==> src/cpu_ops_consts.svh <==
`ifndef CPU_OPS_CONSTS_SVH
`define CPU_OPS_CONSTS_SVH

// ----------------------------------------
// register byte offsets
// ----------------------------------------
`define OFF_INSTR 10'h000
`define OFF_WORKING 10'h004
`define OFF_STATUS 10'h008
`define OFF_PCLATCH 10'h00c
`define OFF_PC 10'h010
`define OFF_STACK 10'h014
`define OFF_WDOG 10'h018
`define FILE_BASE_BIT 9

// ----------------------------------------
// field positions
// ----------------------------------------
`define INSTR_F_LSB 0
`define INSTR_D_BIT 7
`define INSTR_OP_LSB 8
`define INSTR_BUSY_BIT 31
`define STAT_Z_BIT 0
`define STAT_PD_BIT 1
`define STAT_TO_BIT 2
`define STACK_PTR_LSB 16

// ----------------------------------------
// reset values
// ----------------------------------------
`define RST_BYTE 8'h00
`define RST_PC 15'h0000
`define RST_FLAG_N 1'b1
`define DATA_ZERO 32'h0000_0000
`define WDOG_CLEAR 8'h00

`endif

==> src/cpu_ops_pkg.sv <==
package cpu_ops_pkg;

	typedef enum logic [2:0] {
		OP_NOP,
		OP_WATCHDOG_CLEAR,
		OP_CALL_VIA_WORKING,
		OP_COMPLEMENT_FILE,
		OP_CLEAR_FILE,
		OP_DECREMENT_FILE,
		OP_CLEAR_WORKING,
		OP_DECREMENT_SKIP_ZERO
	} op_t;

	typedef enum logic [1:0] {
		ST_IDLE,
		ST_EXEC,
		ST_SECOND
	} state_t;

	typedef struct packed {
		op_t op;
		logic dest_file;
		logic [6:0] faddr;
	} instr_t;

	typedef struct packed {
		logic timeout_flag_n;
		logic powerdown_flag_n;
		logic zero;
	} status_t;

endpackage : cpu_ops_pkg

==> src/cpu_clear_call_decrement_ops.sv <==
`timescale 1ns/1ps
`include "cpu_ops_consts.svh"

// Behaviour
// - watchdog clear zeroes the watchdog counter and prescaler and sets both the timeout and powerdown flags.
// - call via working pushes pc plus one on the return stack one cycle before pc loads the call target.
// - call via working loads pc low byte from working and pc high bits from the high latch.
// - call via working takes two cycles and leaves every status flag alone.
// - complement writes the inverted file value to working or file by the destination bit.
// - clear file writes zero to the file register and always sets the zero flag.
// - decrement writes file minus one to working or file by destination and updates zero.
// - clear working loads zero into working and sets the zero flag.
// - decrement skip stores file minus one by destination and touches no status flag.
// - a zero decrement-skip result discards the next instruction as a one-cycle no-op.
module cpu_clear_call_decrement_ops #(
	parameter int STACK_DEPTH = 16,
	parameter int PRESCALE_WIDTH = 8
) (
	input wire logic clk_i,
	input wire logic rst_i,
	input wire logic cyc_i,
	input wire logic stb_i,
	input wire logic we_i,
	input wire logic [9:0] adr_i,
	input wire logic [3:0] sel_i,
	input wire logic [31:0] dat_i,
	output logic [31:0] dat_o,
	output logic ack_o
);

	localparam int SP_W = $clog2(STACK_DEPTH);

	// ----------------------------------------
	// helpers
	// ----------------------------------------
	function automatic logic [31:0] merge(input logic [31:0] old, input logic [31:0] wd,
		input logic [3:0] sel);
		logic [31:0] res;
		res = old;
		for (int i = 0; i < 4; i++)
		begin
			if (sel[i])
			begin
				res[i*8 +: 8] = wd[i*8 +: 8];
			end
		end
		return res;
	endfunction : merge

	function automatic logic is_zero(input logic [7:0] v);
		return v == `RST_BYTE;
	endfunction : is_zero

	// ----------------------------------------
	// state
	// ----------------------------------------
	cpu_ops_pkg::state_t state_r;
	cpu_ops_pkg::instr_t instr_r;
	cpu_ops_pkg::status_t status_r;
	logic [7:0] working_r;
	logic [6:0] pc_high_latch_r;
	logic [14:0] pc_r;
	logic [7:0] watchdog_counter_r;
	logic [PRESCALE_WIDTH-1:0] prescale_r;
	logic [SP_W-1:0] sp_r;
	logic [14:0] stack_r [STACK_DEPTH];
	logic [7:0] file_r [128];
	logic ack_r;
	logic [31:0] rdata_r;

	// ----------------------------------------
	// bus decode
	// ----------------------------------------
	wire req = cyc_i & stb_i;
	wire bus_wr = req & we_i & ack_r;
	wire hit_file = adr_i[`FILE_BASE_BIT];
	wire [6:0] bus_faddr = adr_i[8:2];
	wire hit_instr = !hit_file && adr_i == `OFF_INSTR;
	wire hit_working = !hit_file && adr_i == `OFF_WORKING;
	wire hit_status = !hit_file && adr_i == `OFF_STATUS;
	wire hit_latch = !hit_file && adr_i == `OFF_PCLATCH;
	wire hit_pc = !hit_file && adr_i == `OFF_PC;
	wire hit_stack = !hit_file && adr_i == `OFF_STACK;
	wire hit_wdog = !hit_file && adr_i == `OFF_WDOG;
	wire busy = state_r != cpu_ops_pkg::ST_IDLE;
	// a new instruction while one is running is dropped, not queued
	wire go = bus_wr & hit_instr & !busy & sel_i[1];

	// ----------------------------------------
	// execution datapath
	// ----------------------------------------
	wire exec = state_r == cpu_ops_pkg::ST_EXEC;
	wire second = state_r == cpu_ops_pkg::ST_SECOND;
	wire cpu_ops_pkg::op_t op = instr_r.op;
	wire [7:0] fval = file_r[instr_r.faddr];
	wire [7:0] dec_val = fval - 8'h01;
	wire [7:0] com_val = ~fval;
	wire is_com = op == cpu_ops_pkg::OP_COMPLEMENT_FILE;
	wire is_dec = op == cpu_ops_pkg::OP_DECREMENT_FILE;
	wire is_dsz = op == cpu_ops_pkg::OP_DECREMENT_SKIP_ZERO;
	wire is_clear_file_op = op == cpu_ops_pkg::OP_CLEAR_FILE;
	wire is_clear_working_op = op == cpu_ops_pkg::OP_CLEAR_WORKING;
	wire is_call = op == cpu_ops_pkg::OP_CALL_VIA_WORKING;
	wire is_wclr = op == cpu_ops_pkg::OP_WATCHDOG_CLEAR;
	wire has_dest = is_com | is_dec | is_dsz;
	wire [7:0] com_or_zero = is_com ? com_val : `RST_BYTE;
	wire [7:0] result = (is_dec | is_dsz) ? dec_val : com_or_zero;
	wire wr_file = exec & (is_clear_file_op | (has_dest & instr_r.dest_file));
	wire wr_working = exec & (is_clear_working_op | (has_dest & !instr_r.dest_file));
	// no flag update for skip form
	wire upd_zero = exec & (is_com | is_dec | is_clear_file_op | is_clear_working_op);
	wire zero_nxt = (is_clear_file_op | is_clear_working_op) ? 1'b1 : is_zero(result);
	wire skip = is_dsz & is_zero(dec_val);
	wire two_cycle = is_call | skip;
	wire [14:0] pc_inc = pc_r + 15'h0001;
	wire [14:0] call_target = {pc_high_latch_r, working_r};
	wire [31:0] pc_wr_word = merge({17'h0_0000, pc_r}, dat_i, sel_i);
	wire [SP_W-1:0] sp_top = sp_r - 1'b1;

	// ----------------------------------------
	// sequencer
	// ----------------------------------------
	always_ff @(posedge clk_i or posedge rst_i)
	begin
		if (rst_i)
			state_r <= cpu_ops_pkg::ST_IDLE;
		else
			case (state_r)
				cpu_ops_pkg::ST_IDLE:
					if (go)
						state_r <= cpu_ops_pkg::ST_EXEC;
				cpu_ops_pkg::ST_EXEC:
					state_r <= two_cycle ? cpu_ops_pkg::ST_SECOND : cpu_ops_pkg::ST_IDLE;
				default:
					state_r <= cpu_ops_pkg::ST_IDLE;
			endcase
	end

	always_ff @(posedge clk_i or posedge rst_i)
	begin
		if (rst_i)
			instr_r <= '0;
		else if (go)
			instr_r <= dat_i[10:0];
	end

	// ----------------------------------------
	// program counter and stack
	// ----------------------------------------
	always_ff @(posedge clk_i or posedge rst_i)
	begin
		if (rst_i)
			pc_r <= `RST_PC;
		else if (second & is_call)
			pc_r <= call_target;
		// a skipped slot still advances pc past the discarded word
		else if (exec | second)
			pc_r <= pc_inc;
		else if (bus_wr & hit_pc)
			pc_r <= pc_wr_word[14:0];
	end

	always_ff @(posedge clk_i or posedge rst_i)
	begin
		if (rst_i)
		begin
			sp_r <= '0;
			for (int i = 0; i < STACK_DEPTH; i++)
			begin
				stack_r[i] <= `RST_PC;
			end
		end
		else if (exec & is_call)
		begin
			stack_r[sp_r] <= pc_inc;
			sp_r <= sp_r + 1'b1;
		end
	end

	// ----------------------------------------
	// working, latch, file registers
	// ----------------------------------------
	always_ff @(posedge clk_i or posedge rst_i)
	begin
		if (rst_i)
			working_r <= `RST_BYTE;
		else if (wr_working)
			working_r <= result;
		else if (bus_wr & hit_working & sel_i[0])
			working_r <= dat_i[7:0];
	end

	always_ff @(posedge clk_i or posedge rst_i)
	begin
		if (rst_i)
			pc_high_latch_r <= 7'h00;
		else if (bus_wr & hit_latch & sel_i[0])
			pc_high_latch_r <= dat_i[6:0];
	end

	always_ff @(posedge clk_i or posedge rst_i)
	begin
		if (rst_i)
		begin
			for (int i = 0; i < 128; i++)
			begin
				file_r[i] <= `RST_BYTE;
			end
		end
		else if (wr_file)
		begin
			file_r[instr_r.faddr] <= result;
		end
		else if (bus_wr & hit_file & sel_i[0])
		begin
			file_r[bus_faddr] <= dat_i[7:0];
		end
	end

	// ----------------------------------------
	// status and watchdog
	// ----------------------------------------
	wire wdog_clear = exec & is_wclr;
	wire wdog_overflow = &{watchdog_counter_r, prescale_r};

	always_ff @(posedge clk_i or posedge rst_i)
	begin
		if (rst_i)
		begin
			status_r <= {`RST_FLAG_N, `RST_FLAG_N, 1'b0};
		end
		else
		begin
			if (bus_wr & hit_status & sel_i[0])
			begin
				status_r <= dat_i[2:0];
			end
			if (upd_zero)
			begin
				status_r.zero <= zero_nxt;
			end
			if (wdog_clear)
			begin
				status_r.timeout_flag_n <= 1'b1;
				status_r.powerdown_flag_n <= 1'b1;
			end
			else if (wdog_overflow)
			begin
				status_r.timeout_flag_n <= 1'b0;
			end
		end
	end

	always_ff @(posedge clk_i or posedge rst_i)
	begin
		if (rst_i)
		begin
			watchdog_counter_r <= `WDOG_CLEAR;
			prescale_r <= '0;
		end
		else if (wdog_clear)
		begin
			watchdog_counter_r <= `WDOG_CLEAR;
			prescale_r <= '0;
		end
		else
		begin
			prescale_r <= prescale_r + 1'b1;
			if (&prescale_r)
			begin
				watchdog_counter_r <= watchdog_counter_r + 8'h01;
			end
		end
	end

	// ----------------------------------------
	// read mux and acknowledge
	// ----------------------------------------
	wire [31:0] rd_instr = (32'(busy) << `INSTR_BUSY_BIT) | 32'(instr_r);
	wire [31:0] rd_stack = (32'(sp_r) << `STACK_PTR_LSB) | 32'(stack_r[sp_top]);
	// unmapped addresses fall through to zero
	wire [31:0] rmux = hit_file ? 32'(file_r[bus_faddr]) :
		hit_instr ? rd_instr :
		hit_working ? 32'(working_r) :
		hit_status ? 32'(status_r) :
		hit_latch ? 32'(pc_high_latch_r) :
		hit_pc ? 32'(pc_r) :
		hit_stack ? rd_stack :
		hit_wdog ? 32'(watchdog_counter_r) : `DATA_ZERO;

	// one wait state; the ack drops the cycle after it was given
	always_ff @(posedge clk_i or posedge rst_i)
	begin
		if (rst_i)
		begin
			ack_r <= 1'b0;
			rdata_r <= `DATA_ZERO;
		end
		else
		begin
			ack_r <= req & !ack_r;
			if (req & !ack_r)
			begin
				rdata_r <= rmux;
			end
		end
	end

	assign ack_o = ack_r;
	assign dat_o = rdata_r;

endmodule : cpu_clear_call_decrement_ops

==> config.mk <==
export PLATFORM = sky130hd
export DESIGN_NAME = cpu_clear_call_decrement_ops
export DESIGN_NICKNAME = d
export VERILOG_FILES = /design/src/cpu_ops_pkg.sv /design/src/cpu_clear_call_decrement_ops.sv
export VERILOG_INCLUDE_DIRS = /design/src
export SDC_FILE = /design/constraint.sdc
export NUM_CORES = 2
export LEC_CHECK = 0
export BUFFER_PORTS_ARGS = -buffer_cell sky130_fd_sc_hd__buf_2
export CORE_ASPECT_RATIO = 0.7
export CORE_MARGIN = 2
export CORE_UTILIZATION = 30
export DETAILED_ROUTE_END_ITERATION = 16
export HOLD_SLACK_MARGIN = 0.03
export MAX_ROUTING_LAYER = met4
export PLACE_DENSITY = 0.52
export SYNTH_ARGS = -nofsm -noshare
export SYNTH_HDL_FRONTEND = slang
export SYNTH_SLANG_ARGS = --single-unit
==> constraint.sdc <==
create_clock -name clk_i -period 66.6 [get_ports clk_i]
set_input_delay 3.33 -clock clk_i [delete_from_list [all_inputs] [get_ports clk_i]]
set_output_delay 3.33 -clock clk_i [all_outputs]
set_load 0.01 [all_outputs]
==> flow_metrics.tcl <==
set metrics [dict create \
    status "complete, no violations" \
    die_h_um 428 \
    final.period_utilization_pct 13.6 \
    gp_congestion 1.03 \
    synth-edff-count 0 \
    insertion_delay_ns 0.86 \
    yosys_warnings 0 \
    antenna_found_initial 27 \
    placement_rows 155 \
    tightest_slew_ns 1.41 \
    root_buffer "clkbuf_16" \
    core_area_mm2 0.255 \
    cp_max_fo 66 \
    cp.arrival_ns 9.74 \
    vdd_drop_max_mv 0.0183 \
    start_kind "flop" \
    async_reset_ff_share_pct 100 \
    cp_data_required_time_ns 67.31 \
    cts_max_level 4 \
    first_global_vias 67300 \
    cts_buffer_depth 4 \
    final_max_slew_viol_count 0 \
    layout.nets 7669 \
    wirelength_um 365000 \
    io_buffers 52 \
    syn_area_per_cell_um2 9.84 \
    grt_max_degree 197 \
    ys.flop_type "dfrtp_1" \
    die_w_um 610 \
    synth_top_area_share_pct 43.8 \
    dp_hpwl_um 241000 \
    vias 71800 \
    drtIter0Drc 11100 \
    syn_inst 7823 \
    grt_usage_pct 28.0 \
    holdPathEnd "prescale_r[0]" \
    crit_path_end_kind "flop" \
    r2r_slack_ns 57.57 \
    cellPowerDensity_mw_per_mm2 20.9 \
    ios 84 \
    drc 0 \
    syn_to_final_growth_pct 12.1 \
    hold_class "reg2reg" \
    firstDrtPassIters 8 \
    cts_tree "yes" \
    rr_worst_depth 14 \
    syn_area_mm2 0.0770 \
    setup_viol 0 \
    reg2reg_from "instr_r[0]" \
    rsz0062_at_grt "false" \
    dieArea_mm2 0.261 \
    ys_seq_elements 1351 \
    cts_buffers 153 \
    grt_pass1_wl_um 520000 \
    fmax_mhz 111 \
    max_slew_margin_pct 5.05 \
    ctsResizeCount 0 \
    seq_area_frac_synth_pct 43.9 \
    drive_gt1_share_pct 16.4 \
    r2r_end "file_r[897]" \
    finalPower_mw 1.80 \
    detail_route.vias_per_cell 6.47 \
    antenna_left 0 \
    path_class "reg2reg" \
    max_cap_violations 0 \
    synth.distinct_cells 87 \
    p_leak_nw 33.7 \
    synth_area_leaders "dfrtp_1, mux4_2, o21ai_0, nand2_1, a22oi_1" \
    setup_tns_ns 0 \
    clk_pin_slew_ns 0.07 \
    cts_sinks 1351 \
    period_minus_slack_ns 9.03 \
    ctsHoldBuffers 0 \
    start_util_pct 30.2 \
    cts_setup_buffers 0 \
    hp-start "prescale_r[0]" \
    hold_depth 1 \
    hold_viol_final 0 \
    grt_overflow 0 \
    netlist.top_cell.by_area "dfrtp_1" \
    wl_per_cell_um 32.9 \
    skew_ns 0.0877 \
]
## cell families (layout without fill, tap and decap cells)
kind of cell,count (synthesis),after routing,synth area share [%]
xor+xnor,30,30,0.341
simple gates,1902,1902,10.2
flops,1351,1351,43.9
compound gates,3053,3053,24.4
fa+ha+maj,13,13,0.211
buf+inv,771,644,4.18
other cells,1,36,0.00487
mux,702,702,16.8
## placed cells by master (no fill, tap or decap), types with 16 or more instances in the layout
| cell type | count |
|---|---|
| dfrtp_1 | 1344 |
| o21ai_0 | 1207 |
| nand2_1 | 1195 |
| a21oi_1 | 589 |
| mux4_2 | 459 |
| nor2_1 | 440 |
| a22oi_1 | 429 |
| buf_4 | 310 |
| a221oi_1 | 185 |
| clkbuf_16 | 155 |
| o21ai_1 | 144 |
| mux2_2 | 124 |
| a32oi_1 | 122 |
| mux2i_1 | 119 |
| nor2b_1 | 78 |
| o31ai_1 | 65 |
| a221o_1 | 60 |
| buf_2 | 45 |
| o221ai_1 | 43 |
| nand3_1 | 36 |
| clkbuf_8 | 32 |
| clkbuf_1 | 28 |
| diode_2 | 24 |
| clkinv_2 | 23 |
| a31oi_1 | 23 |
| a211oi_1 | 23 |
| o211ai_1 | 21 |
| a22o_1 | 21 |
| o22ai_1 | 21 |
| and3_1 | 16 |
## worst max path at each step
stage | start | end | slack, ns
final | instr_r[0] | file_r[897] | 57.57
after CTS | instr_r[0] | file_r[897] | 58.03
after global routing | instr_r[0] | file_r[897] | 57.46
after global placement | adr_i[2] | dat_o[0] | 57.53
after floorplan | rst_i | ack_o | 25.19
after detailed placement | adr_i[2] | dat_o[0] | 57.53
## critical path: stages (launching register included)
cell and delay (ns):
dfrtp_4 0.89, buf_4 0.79, buf_4 0.52, and2_4 0.51, buf_4 0.62, a22oi_1 0.22, a21oi_1 0.83, a2111oi_0 0.28
nor4_1 0.58, ha_1 0.39, o21ai_4 1.02, buf_4 0.55, buf_4 0.77, a22oi_1 0.21, o21ai_0 0.22
## sequential cells by signal, summed over array words and instances (netlist names)
signal              flops
status_r                3
state_r                 2
instr_r                 8
ack_o                   1
dat_o                  20
stack_r               240
file_r               1024
watchdog_counter_r      8
sp_r                    4
prescale_r              8
op                      3
pc_high_latch_r         7
working_r               8
pc_r                   15
## final cells by class
type | instances | area, um^2
antenna | 24 | 60.1
tap | 3375 | 4220
fill | 25600 | 169000
clock inverter | 42 | 608
multi-input combinational | 5712 | 40300
sequential | 1351 | 33800
inverter | 22 | 92.6
clock buffer | 215 | 4420
timing repair buffer | 365 | 2730
## synth_stat cells (all sizes together) (8+ instances only)
library cell,number
a2111oi,8
a211oi,24
a21oi,590
a221o,60
a221oi,185
a222oi,8
a22o,21
a22oi,429
a31oi,23
a32o,9
a32oi,122
and2,23
and3,16
buf,241
clkbuf,508
dfrtp,1349
ha,13
inv,20
mux2,124
mux2i,119
mux4,459
nand2,1196
nand2b,13
nand3,36
nand4,8
nor2,447
nor2b,86
nor3,17
nor4,19
o211ai,22
o21ai,1352
o221ai,44
o22ai,21
o311ai,8
o31ai,66
or3,9
xnor2,20
xor2,10
## report_power, final
part / switching (mW) / internal, mW
sequential: 0.00249 / 0.823
combinational: 0.0674 / 0.0216
clock: 0.378 / 0.513
## routing by layer
metal / up-vias / wire length (um) / global-route usage (%)
met5: - / 0 / -
met4: 0 / 16600 / 11.0
met3: 921 / 56900 / 12.1
met2: 5275 / 140000 / 35.1
met1: 36500 / 152000 / 38.9
li1: 29100 / - / -
## stage by stage
step | utilization [%] | cells | area [um^2] | setup slack (ns) | hold WS [ns]
floorplan | - | 7834 | 77100 | 25.19 | 0.425
CTS | 33.8 | 11100 | 86200 | 58.03 | 0.460
global placement | 31.8 | 10800 | 81200 | 57.53 | 0.441
detailed placement | 31.8 | 10800 | 81200 | 57.53 | 0.452
global route | 33.8 | 11100 | 86300 | 57.46 | 0.494
finish | 33.8 | 11100 | 86300 | 57.57 | 0.463
No activity file was read; power rests on OpenSTA's default activity.
